==> src/jsac_pkg.sv <==
// package of constants for the jtag security access control block
`default_nettype none
package jsac_pkg;
   // register byte offsets on the bus
   localparam logic [7:0] OFF_PIN_ENABLE = 8'h00;
   localparam logic [7:0] OFF_NV_CONFIG  = 8'h04;
   localparam logic [7:0] OFF_STATUS     = 8'h08;
   localparam logic [7:0] OFF_CMD        = 8'h0C;
   localparam logic [7:0] OFF_RESULT     = 8'h10;
   // field positions
   localparam int BIT_PIN_ENABLE   = 0;
   localparam int BIT_NV_SECURE    = 0;
   localparam int BIT_NV_DEDICATE  = 1;
   localparam int BIT_NV_PROT_LSB  = 8;
   // reset values
   localparam logic [7:0]  PIN_ENABLE_RST = 8'h00;
   localparam logic [7:0]  CFG_BLANK      = 8'h00;
   localparam logic [31:0] DATA_BLANK     = 32'hFFFFFFFF;
   // sector counts
   localparam int PRI_SECTORS = 8;
   localparam int SEC_SECTORS = 4;
   localparam int ALL_SECTORS = PRI_SECTORS + SEC_SECTORS;
   // command codes over the jtag command port
   typedef enum logic [2:0] {
      JSAC_CMD_READ    = 3'h0,
      JSAC_CMD_PROGRAM = 3'h1,
      JSAC_CMD_SECT_ER = 3'h2,
      JSAC_CMD_VERIFY  = 3'h3,
      JSAC_CMD_CHIP_ER = 3'h4
   } jsac_cmd_t;
endpackage : jsac_pkg
`default_nettype wire

==> src/jsac_sector_guard.sv <==
// per-sector erase guard: one generate lane per sector
`default_nettype none
module jsac_sector_guard #(
   parameter int SECTORS = jsac_pkg::ALL_SECTORS
) (
   input  wire logic [SECTORS-1:0] protect_in,
   input  wire logic [3:0]         sector_in,
   output logic                    blocked_out
);
   logic [SECTORS-1:0] hit;
   // each lane flags a protected sector that is being addressed
   genvar g;
   generate
      for (g = 0; g < SECTORS; g++) begin : g_lane
         assign hit[g] = protect_in[g] && (sector_in == 4'(g));
      end
   endgenerate
   // out-of-range sector numbers are blocked too
   assign blocked_out = (|hit) || (sector_in >= 4'(SECTORS));
endmodule : jsac_sector_guard
`default_nettype wire

==> src/jsac_top.sv <==
// jtag security access control: enable, security and protect gating
//
// Contract
// - security set: refuse any memory readout, programmer or jtag.
// - security set: jtag accepts only the full chip erase command.
// - security set: other program, erase, verify commands rejected.
// - full chip erase clears security, leaves device blank and unsecured.
// - each primary and secondary sector protect bit blocks its erasure.
// - blank state: memory and logic array bits read as one.
// - blank state: all configuration register bits hold zero.
// - enable register bit 0 turns pins on; bits 1 to 7 unused.
// - pins dedicated by nonvolatile bit: reset neither aborts nor blocks.
// - pins enabled by register only: reset aborts and blocks jtag.
// - pins active if dedicate bit, register bit or product term.
// - device reset clears enable bit; host may clear it by write.
// - no enable source true: four pins released to port i/o.
//
// The AHB-Lite interface to the registers and the register addresses were left to the implementer.
`default_nettype none
module jsac_top #(
   parameter int SECTORS = jsac_pkg::ALL_SECTORS
) (
   input  wire logic        clk_in,
   input  wire logic        rst_n_in,
   // ahb-lite slave
   input  wire logic        hsel_in,
   input  wire logic [7:0]  haddr_in,
   input  wire logic [1:0]  htrans_in,
   input  wire logic        hwrite_in,
   input  wire logic [2:0]  hsize_in,
   input  wire logic [31:0] hwdata_in,
   input  wire logic        hready_in,
   output logic [31:0]      hrdata_out,
   output logic             hreadyout_out,
   output logic             hresp_out,
   // device reset and enable sources
   input  wire logic        dev_reset_in,
   input  wire logic        product_term_pin_select_in,
   // decoded jtag command stream
   input  wire logic        cmd_valid_in,
   input  wire logic [2:0]  cmd_op_in,
   input  wire logic [3:0]  cmd_sector_in,
   input  wire logic        prog_read_in,
   output logic             cmd_done_out,
   output logic             cmd_reject_out,
   output logic [31:0]      read_data_out,
   output logic             pins_jtag_out,
   output logic             secure_out
);
   // nonvolatile state: security, dedicate, sector protect
   logic               secure_r, secure_nxt;
   logic               dedic_r, dedic_nxt;
   logic [SECTORS-1:0] prot_r, prot_nxt;
   logic               pin_en_r, pin_en_nxt;
   logic [SECTORS-1:0] erased_r, erased_nxt;
   logic               done_r, done_nxt;
   logic               rej_r, rej_nxt;
   logic [31:0]        rdat_r, rdat_nxt;
   logic               pins_r, pins_nxt;
   logic [31:0]        hrdata_r, hrdata_nxt;
   logic               wr_pend_r, wr_pend_nxt;
   logic [7:0]         wr_addr_r, wr_addr_nxt;
   logic               sect_blocked;
   logic               jtag_live;
   logic               bus_req;
   logic               cmd_ok;

   jsac_sector_guard #(.SECTORS(SECTORS)) u_guard (
      .protect_in  (prot_r),
      .sector_in   (cmd_sector_in),
      .blocked_out (sect_blocked)
   );

   // register-only enable is killed by device reset; dedicate is not
   assign jtag_live = pins_r && (dedic_r || !dev_reset_in);
   assign bus_req   = hsel_in && hready_in && htrans_in[1];
   // stored secure bit is sampled before any command is allowed
   assign cmd_ok    = cmd_valid_in && jtag_live
                      && (!secure_r
                          || cmd_op_in == 3'(jsac_pkg::JSAC_CMD_CHIP_ER));

   // command and protection next state
   always_comb begin
      secure_nxt = secure_r;
      dedic_nxt  = dedic_r;
      prot_nxt   = prot_r;
      erased_nxt = erased_r;
      done_nxt   = 1'b0;
      rej_nxt    = 1'b0;
      rdat_nxt   = rdat_r;
      if (cmd_valid_in) begin
         if (!cmd_ok) begin
            rej_nxt = 1'b1;
         end else begin
            case (cmd_op_in)
               3'(jsac_pkg::JSAC_CMD_CHIP_ER): begin
                  secure_nxt = 1'b0;
                  erased_nxt = '1;
                  prot_nxt   = '0;
                  dedic_nxt  = 1'b0;
                  done_nxt   = 1'b1;
               end
               3'(jsac_pkg::JSAC_CMD_SECT_ER): begin
                  if (sect_blocked) begin
                     rej_nxt = 1'b1;
                  end else begin
                     erased_nxt[cmd_sector_in] = 1'b1;
                     done_nxt = 1'b1;
                  end
               end
               3'(jsac_pkg::JSAC_CMD_READ),
               3'(jsac_pkg::JSAC_CMD_VERIFY): begin
                  rdat_nxt = jsac_pkg::DATA_BLANK;
                  done_nxt = 1'b1;
               end
               3'(jsac_pkg::JSAC_CMD_PROGRAM): begin
                  if (cmd_sector_in < 4'(SECTORS)) begin
                     erased_nxt[cmd_sector_in] = 1'b0;
                  end
                  done_nxt = 1'b1;
               end
               default: rej_nxt = 1'b1;
            endcase
         end
      end
      // a device programmer read returns all zeros while secure, all ones otherwise
      if (prog_read_in) begin
         rdat_nxt = secure_r ? 32'h00000000 : jsac_pkg::DATA_BLANK;
      end
      // host writes the nonvolatile image over the bus
      if (wr_pend_r && wr_addr_r == jsac_pkg::OFF_NV_CONFIG) begin
         secure_nxt = hwdata_in[jsac_pkg::BIT_NV_SECURE];
         dedic_nxt  = hwdata_in[jsac_pkg::BIT_NV_DEDICATE];
         prot_nxt   = hwdata_in[jsac_pkg::BIT_NV_PROT_LSB +: SECTORS];
      end
      if (secure_r && !cmd_ok && cmd_valid_in) begin
         rdat_nxt = 32'h00000000;
      end
   end

   // enable register and pin routing next state
   always_comb begin
      pin_en_nxt = pin_en_r;
      if (dev_reset_in) begin
         pin_en_nxt = 1'b0;
      end else if (wr_pend_r && wr_addr_r == jsac_pkg::OFF_PIN_ENABLE) begin
         pin_en_nxt = hwdata_in[jsac_pkg::BIT_PIN_ENABLE];
      end
      // any source grants the pins, else they return to port i/o
      pins_nxt = dedic_r || pin_en_r
                 || product_term_pin_select_in;
   end

   // ahb-lite slave: zero wait, always okay
   always_comb begin
      // sub-word writes are dropped: every register is one whole word
      wr_pend_nxt = bus_req && hwrite_in && hsize_in == 3'h2;
      wr_addr_nxt = bus_req ? haddr_in : wr_addr_r;
      hrdata_nxt  = hrdata_r;
      if (bus_req && !hwrite_in) begin
         case (haddr_in)
            jsac_pkg::OFF_PIN_ENABLE: hrdata_nxt = {31'h0, pin_en_nxt};
            jsac_pkg::OFF_NV_CONFIG:
               hrdata_nxt = {{(24-SECTORS){1'b0}}, prot_r, 6'h00,
                             dedic_r, secure_r};
            jsac_pkg::OFF_STATUS:
               hrdata_nxt = {28'h0, jtag_live, pins_r, rej_r, done_r};
            jsac_pkg::OFF_RESULT: hrdata_nxt = rdat_r;
            default:              hrdata_nxt = 32'h00000000;
         endcase
      end
   end

   // registers: nonvolatile bits reset to the blank image
   always_ff @(posedge clk_in or negedge rst_n_in) begin
      if (!rst_n_in) begin
         secure_r  <= 1'b0;
         dedic_r   <= 1'b0;
         prot_r    <= '0;
         erased_r  <= '1;
         pin_en_r  <= 1'b0;
         done_r    <= 1'b0;
         rej_r     <= 1'b0;
         rdat_r    <= jsac_pkg::DATA_BLANK;
         pins_r    <= 1'b0;
         hrdata_r  <= 32'h00000000;
         wr_pend_r <= 1'b0;
         wr_addr_r <= 8'h00;
      end else begin
         secure_r  <= secure_nxt;
         dedic_r   <= dedic_nxt;
         prot_r    <= prot_nxt;
         erased_r  <= erased_nxt;
         pin_en_r  <= pin_en_nxt;
         done_r    <= done_nxt;
         rej_r     <= rej_nxt;
         rdat_r    <= rdat_nxt;
         pins_r    <= pins_nxt;
         hrdata_r  <= hrdata_nxt;
         wr_pend_r <= wr_pend_nxt;
         wr_addr_r <= wr_addr_nxt;
      end
   end

   assign hrdata_out     = hrdata_r;
   assign hreadyout_out  = 1'b1;
   assign hresp_out      = 1'b0;
   assign cmd_done_out   = done_r;
   assign cmd_reject_out = rej_r;
   assign read_data_out  = rdat_r;
   assign pins_jtag_out  = pins_r;
   assign secure_out     = secure_r;

   // checks: each one but a_secure_hold guards a single rule of the contract above
   a_secure_reject: assert property (
      @(posedge clk_in) disable iff (!rst_n_in)
      cmd_valid_in && secure_r
      && cmd_op_in != 3'(jsac_pkg::JSAC_CMD_CHIP_ER) |=> rej_r && !done_r)
      else $error("secure command not rejected");
   a_secure_effect: assert property (
      @(posedge clk_in) disable iff (!rst_n_in)
      cmd_valid_in && secure_r && !wr_pend_r
      && cmd_op_in != 3'(jsac_pkg::JSAC_CMD_CHIP_ER)
      |=> $stable(erased_r) && $stable(prot_r))
      else $error("secure command had an effect");
   a_secure_noread: assert property (
      @(posedge clk_in) disable iff (!rst_n_in)
      secure_r && cmd_valid_in && cmd_op_in == 3'(jsac_pkg::JSAC_CMD_READ)
      |=> rdat_r == 32'h00000000)
      else $error("read leaked while secure");
   a_prog_secure: assert property (
      @(posedge clk_in) disable iff (!rst_n_in)
      prog_read_in && secure_r |=> rdat_r == 32'h00000000)
      else $error("programmer read leaked while secure");
   a_prog_blank: assert property (
      @(posedge clk_in) disable iff (!rst_n_in)
      prog_read_in && !secure_r |=> rdat_r == jsac_pkg::DATA_BLANK)
      else $error("blank programmer read not all ones");
   a_blank_read: assert property (
      @(posedge clk_in) disable iff (!rst_n_in)
      cmd_valid_in && cmd_ok
      && cmd_op_in == 3'(jsac_pkg::JSAC_CMD_READ)
      |=> rdat_r == jsac_pkg::DATA_BLANK && done_r)
      else $error("blank jtag read not all ones");
   a_chip_erase_clr: assert property (
      @(posedge clk_in) disable iff (!rst_n_in)
      cmd_valid_in && jtag_live && !wr_pend_r
      && cmd_op_in == 3'(jsac_pkg::JSAC_CMD_CHIP_ER)
      |=> !secure_r && done_r && &erased_r)
      else $error("chip erase left device secured");
   a_erase_cfg: assert property (
      @(posedge clk_in) disable iff (!rst_n_in)
      cmd_valid_in && jtag_live && !wr_pend_r
      && cmd_op_in == 3'(jsac_pkg::JSAC_CMD_CHIP_ER)
      |=> prot_r == '0 && !dedic_r)
      else $error("chip erase left configuration bits set");
   a_prot_block: assert property (
      @(posedge clk_in) disable iff (!rst_n_in)
      cmd_valid_in && cmd_op_in == 3'(jsac_pkg::JSAC_CMD_SECT_ER)
      && sect_blocked |=> rej_r && $stable(erased_r))
      else $error("protected sector erased");
   a_only_erase: assert property (
      @(posedge clk_in) disable iff (!rst_n_in)
      secure_r && cmd_valid_in
      |=> done_r == ($past(cmd_op_in) == 3'(jsac_pkg::JSAC_CMD_CHIP_ER)
                     && $past(jtag_live)))
      else $error("non erase command done while secure");
   a_secure_hold: assert property (
      @(posedge clk_in) disable iff (!rst_n_in)
      !cmd_valid_in && !wr_pend_r |=> $stable(secure_r) && $stable(prot_r))
      else $error("nonvolatile bits changed with no command");
   a_reset_clears: assert property (
      @(posedge clk_in) disable iff (!rst_n_in)
      dev_reset_in |=> !pin_en_r)
      else $error("device reset did not clear enable");
   a_pins_release: assert property (
      @(posedge clk_in) disable iff (!rst_n_in)
      !dedic_r && !pin_en_r && !product_term_pin_select_in |=> !pins_r)
      else $error("pins not released");
   a_pins_any: assert property (
      @(posedge clk_in) disable iff (!rst_n_in)
      dedic_r || pin_en_r || product_term_pin_select_in |=> pins_r)
      else $error("pins not granted");
   a_reset_abort: assert property (
      @(posedge clk_in) disable iff (!rst_n_in)
      dev_reset_in && !dedic_r && cmd_valid_in |=> rej_r)
      else $error("reset did not block jtag");
   a_dedic_survive: assert property (
      @(posedge clk_in) disable iff (!rst_n_in)
      dev_reset_in && dedic_r && pins_r && cmd_valid_in && !secure_r
      && cmd_op_in == 3'(jsac_pkg::JSAC_CMD_VERIFY) |=> done_r)
      else $error("reset blocked dedicated jtag");
   a_enable_write: assert property (
      @(posedge clk_in) disable iff (!rst_n_in)
      wr_pend_r && wr_addr_r == jsac_pkg::OFF_PIN_ENABLE && !dev_reset_in
      |=> pin_en_r == $past(hwdata_in[0]))
      else $error("enable write lost");
   // main scenarios that the bench is expected to reach
   c_chip_erase: cover property (@(posedge clk_in)
      secure_r ##1 !secure_r);
   c_prot_reject: cover property (@(posedge clk_in)
      cmd_valid_in && sect_blocked && cmd_op_in == 3'h2);
   c_reset_abort: cover property (@(posedge clk_in)
      dev_reset_in && cmd_valid_in && !dedic_r);
   c_dedic_survive: cover property (@(posedge clk_in)
      dev_reset_in && cmd_valid_in && dedic_r);
   c_prog_secure: cover property (@(posedge clk_in)
      prog_read_in && secure_r);
endmodule : jsac_top
`default_nettype wire

==> config.mk <==
export PLATFORM = sky130hd
export DESIGN_NAME = jsac_top
export DESIGN_NICKNAME = d
export VERILOG_FILES = /design/src/jsac_pkg.sv /design/src/jsac_sector_guard.sv /design/src/jsac_top.sv
export SDC_FILE = /design/constraint.sdc
export NUM_CORES = 1
export LEC_CHECK = 0
export ABC_AREA = 1
export BUFFER_PORTS_ARGS = -buffer_cell sky130_fd_sc_hd__buf_2
export CORE_MARGIN = 2
export CORE_UTILIZATION = 30
export DETAILED_ROUTE_END_ITERATION = 12
export GPL_TIMING_DRIVEN = 0
export PLACE_DENSITY_LB_ADDON = 0.15
export SLEW_MARGIN = 30
export SYNTH_ARGS = -nofsm -noshare
export SYNTH_HDL_FRONTEND = slang
export SYNTH_SLANG_ARGS = --single-unit
==> constraint.sdc <==
create_clock -name clk_in -period 1.8 [get_ports clk_in]
set_input_delay 0.09 -clock clk_in [delete_from_list [all_inputs] [get_ports clk_in]]
set_output_delay 0.09 -clock clk_in [all_outputs]
set_load 0.03 [all_outputs]
### Word level (Yosys, flattened, before mapping)

Cells that the tools add are included.

| word-level totals | value |
|---|---|
| output and inout bits | 70 |
| memories kept | 0 |
| register bits | 91 |
| RAM bits | 0 |
| bits in latches | 0 |
| bits of input ports | 61 |
| ROM bits | 0 |
| word-level logic and storage cells | 106 |

| operators by class | value |
|---|---|
| add/sub/neg operators | 0 |
| $lt $le $gt $ge | 1 |
| divide/modulo/power cells | 0 |
| bitwise operators | 0 |
| mux-type cells | 26 |
| shift-type cells | 0 |
| eq/ne operators | 20 |
| reduce and logical (&&, ||, !) cells | 48 |
| multiply operators | 0 |

Operators by type and width:

| cell | number |
|---|---|
| $mux W32 | 6 |
| $pmux W32 S4 | 1 |
| $mux W12 | 4 |
| $logic_and A1 B1 Y1 | 24 |
| $eq A4 B3 Y1 const B | 4 |
| $eq A4 B4 Y1 const B | 4 |
| $eq A8 B3 Y1 const B | 2 |
| $logic_not A8 Y1 | 2 |
| $mux W1 | 13 |
| $reduce_or A12 Y1 | 1 |
| $eq A3 B2 Y1 const B | 3 |
| $reduce_bool A3 Y1 | 3 |
| $eq A4 B2 Y1 const B | 2 |
| $eq A8 B4 Y1 const B | 1 |
| $eq A8 B5 Y1 const B | 1 |
| $reduce_and A3 Y1 | 2 |
| $reduce_bool A2 Y1 | 3 |
| $logic_or A1 B1 Y1 | 5 |
| $eq A4 B1 Y1 const B | 1 |
| $ge A4 B4 Y1 const B | 1 |
| $logic_not A1 Y1 | 4 |
| $logic_not A4 Y1 | 1 |
| $pmux W1 S2 | 2 |
| $reduce_or A4 Y1 | 1 |
| 4 further kinds | 4 |

### Depth between registers and ports, before layout

| depth | value |
|---|---|
| depth in word-level cells | 10 |
| depth in mapped cells | 11 |
| gate-level depth less buffers | 11 |

### Modules after synthesis

From an unflattened synthesis, not the netlist that was laid out.

| second synthesis, totals | value |
|---|---|
| cell total of the unflattened synthesis | 342 |
| area total of the unflattened synthesis | 2737.6 sq um |

Modules (own cells, without submodules):

| module | area each (sq um) | cells an instance | seq. area each (sq um) | times used |
|---|---|---|---|---|
| jsac_top | 2566.2 | 300 | 1127.3 | 1 |
| jsac_sector_guard | 171.4 | 42 | 0.0 | 1 |

### Worst setup path after synthesis

Ideal clock, no wire load.

| path | value |
|---|---|
| path kind | reg-to-reg |
| start | register read_data_out[30] (netlist name) |
| end | register hrdata_r[0] (netlist: hrdata_out[0]) |
| setup time | 65 ps |
| stages on the path, launching flop included | 7 |
| slack | 309 ps |
| required time | 1735 ps |
| data arrival time | 1425 ps |
| buffers on the path | 0 |
| period minus slack after synthesis | 1491 ps |
| path through | dfstp_2 nand4_4 nand2_1 nor2_1 nand2_1 nand2_1 nand2_1 |

RTL lines:

| element | RTL line | text |
|---|---|---|
| to (signal assigned) | jsac_top.sv:199 | `hrdata_r <= hrdata_nxt;` |
| to (decl) | jsac_top.sv:60 | `logic [31:0] hrdata_r, hrdata_nxt;` |

==> summary.md <==
| Metric | Value |
|---|---|
| Hold depth | 3 |
| CTS Buf Count | 5 |
| Met3 WL | between 200 and 300 um |
| Ratio of final minimum period to clock period | 0.8672 |
| DIE WIDTH | between 90 and 100 um |
| Highest metal used | met4 |
| Number of antenna violations at the first check in global routing | 0 |
| Post-synth ARST share | 1.000 |
| Average wire per standard cell | around 11 um |
| Placer congestion estimate | ~0.74 |
| Final Hold Viols | 0 |
| Post-layout util | 0.4006 |
| Met2 WL | 2.923 mm |
| Clock skew | 6.913 ps |
| Synth top area share | 0.4175 |
| CTS Root Cell | clkbuf_8 |
| ANT cells | 0 |
| Clock Sinks | 45 |
| Placed cell area | around 3300 um2 |
| Max Slew Vio Count | 0 |
| Tmin final | 1561 ps |
| Worst r2r path cells | 6 |
| R2R setup slack | about 330 ps |
| Clock latency on the worst-skew pair | ~300 ps |
| Syn Area/Cell | a little under 8 um2 |
| Worst hold-check path type | input port to flop |
| Worst Max-Slew Pin Slew | around 570 ps |
| DP HPWL | about 5.1 mm |
| DRT iter0 DRCs | between 70 and 80 |
| # Max-Cap Violations | 0 |
| Starting Density | 0.3054 |
| Worst Hold Margin | between 20 and 30 ps |
| CTS clk-pin slew, worst paths | 90 ps |
| Setup TNS | 0 ps |
| Post-synthesis cell area | between 2000 and 3000 um2 |
| Share of cells above drive strength 1 | 0.4317 |
| Crit Path Class | flop to output port |
| Area leader, netlist | dfrtp_1 |
| First-pass GRT wire length | between 10 and 15 mm |
| Slew headroom | 0.6172 |
| Hold Path Sink | wr_addr_r[7] |
| Worst Path Arrival | 1470 ps |
| GRT Util Overall | 0.1355 |
| CTS tree | done |
| Worst r2r dst | hrdata_out[0] |
| Clock buffer depth | 2 |
| Cells taking the most area after synthesis | dfrtp_1 (42%), buf_4 (14%), nand2_1 (12%), inv_1 (6.4%), o22ai_1 (3.3%) |
| Pre-CTS WS | 158.2 ps |
| M1 wire length | around 3.1 mm |
| Unrepaired setup endpoints after global routing | false |
| Final wirelength | 6.374 mm |
| Critical path peak fanout | 35 |
| Post-synth cell types | 30 |
| Min-delay src | haddr_in[7] |
| #FFs+latches synth | 45 |
| Core Area | between 8000 and 9000 um2 |
| Nets | a little over 500 |
| Number of synthesized flops with an enable pin | 0 |
| Die span in y | about 98 um |
| CP Capture Type | output port |
| P per Cell Area | approximately 790 nW/um2 |
| Crit start category | flop |
| Worst Setup SP | read_data_out[30] |
| Io pins | between 100 and 150 |
| Drt first pass iters | 4 |
| DRC violations left | 0 |
| PnR worst setup slack | roughly 240 ps |
| Final setup viols | 0 |
| Fillers | approximately 940 |
| Required @ worst endpoint | around 1700 ps |
| Ys flop type | dfrtp_1 |
| Synthesized instance count | ~330 |
| Vias per std cell | 4.153 |
| Sequential area share after synthesis | 0.4274 |
| Port bufs | between 100 and 150 |
| Area growth, synth to finish | 31.17% |
| Largest net degree at the start of global routing | 46 |
| Vias in the first global route | between 2000 and 2500 |
| Status | complete, no violations |
| Fin area | between 3000 and 4000 um2 |
| Routed Antenna Nets | 0 |
| CTS H-Tree Depth | 2 |
| Post-CTS Setup Inserts | 0 |
| RR Startpoint | read_data_out[30] |
| Rows | 34 |
| Syn. warnings | 0 |
| GRT overflow | 0 |
| Max Clock Freq | about 0.64 GHz |
| Die area | 9558 um2 |
| Net count after synthesis | 394 |
| Max VDD drop | around 0.27 mV |
| Via count | 2334 |
| Pleak | 0.002001 uW |
how the worst max path moves through the flow:
stage,to,slack (ps),cells after the start
global placement,hrdata_out[0],200,6
global route,read_data_out[26],160,2
detailed placement,hrdata_out[0],160,6
floorplan,hrdata_out[0],310,6
finish,read_data_out[27],240,2
CTS,read_data_out[26],60,2
registers in the layout (all words and copies together) (netlist names):
name	count
pin_en_r	1
pins_jtag_out	1
hrdata_out	17
wr_pend_r	1
cmd_done_out	1
prot_r	12
secure_out	1
dedic_r	1
wr_addr_r	8
cmd_reject_out	1
read_data_out	1
worst max-delay path, cell delays in order, from the launching register on:
cell     delay [ps]
dfstp_4         820
buf_4           170
buf_2           190
report_power, final:
group	internal [uW]	leakage, uW	switching [uW]
Sequential	1100	0.000595	82.1
Combinational	351	0.00136	549
Clock	276	0.0000445	363
stage by stage:
stage | total power [uW] | cells
3_5_place_dp | 2105 | 549
2_1_floorplan | 1832 | 333
6_report | 2719 | 562
3_3_place_gp | 2093 | 549
5_1_grt | 2884 | 562
4_1_cts | 2761 | 562
final cells by class:
type                    count  area (um2)  area share
clock buffers               5       68.82     0.01989
flip-flops and latches     45        1131      0.3269
clock inverters             3       21.27    0.006148
repair buffers            113       593.1      0.1714
inverters                  48       180.2     0.05208
multi-input cells         185       924.6      0.2673
plain buffers              55       405.4      0.1172
well taps                 108       135.1     0.03906
synth_stat cells, types with 2 or more instances:
master / count
nand2_1: 82
buf_4: 50
inv_1: 45
dfrtp_1: 44
nor2_1: 18
nand3_1: 14
o22ai_1: 14
o21ai_0: 10
o21ai_1: 8
nand2_2: 6
a21oi_1: 4
o21ai_2: 4
buf_2: 3
inv_2: 3
nand3_2: 3
nand4_1: 3
nor2_2: 3
nor2_4: 3
nor3_1: 3
conb_1: 2
o21bai_1: 2
cells in the final DEF, fill, tap and decap left out:
| cell type | n |
|---|---|
| dfstp_4 | 1 |
| nand3_1 | 14 |
| nor2_1 | 18 |
| buf_4 | 51 |
| nor2_4 | 3 |
| nor3_2 | 1 |
| nand4_1 | 3 |
| dlygate4sd3_1 | 5 |
| nand2_1 | 82 |
| clkbuf_1 | 1 |
| o21ai_2 | 4 |
| buf_6 | 1 |
| dfrtp_1 | 44 |
| o21ai_1 | 8 |
| o22ai_1 | 14 |
| conb_1 | 2 |
| nor2_2 | 3 |
| nand2_2 | 6 |
| inv_1 | 45 |
| a21boi_0 | 1 |
| clkinv_2 | 1 |
| buf_2 | 110 |
| inv_6 | 1 |
| nor3_1 | 3 |
| clkinvlp_4 | 1 |
| a21oi_1 | 4 |
| inv_2 | 3 |
| o21bai_1 | 2 |
| nand3_2 | 3 |
| a21o_1 | 1 |
| nor3_4 | 1 |
| clkbuf_8 | 5 |
| nand4_4 | 1 |
| o31ai_1 | 1 |
| o21ai_0 | 10 |
logic make-up (layout without fill, tap and decap cells):
family / count (synthesis) / in the layout / share of synthesized area
AOI/OAI and AO/OA: 45 / 45 / 0.1025
buffers and inverters: 103 / 224 / 0.2220
DFF: 45 / 45 / 0.4274
other: 2 / 2 / 0.002847
and+or+nand+nor: 138 / 138 / 0.2453
repair_timing:
| item | CTS | global route |
|---|---|---|
| endpoints found under the hold margin | 47 | 0 |
| hold buffers | 5 | 0 |
| gates resized for setup | 0 | 1 |
| endpoints found under the setup margin | 0 | 32 |
layer usage:
layer	track usage	vias to the layer above
li1	-	1231
met1	0.1934	1029
met2	0.2138	72
met3	0.02792	2
met4	0.02991	0
met5	0	-
(Power assumes the default switching activity.)
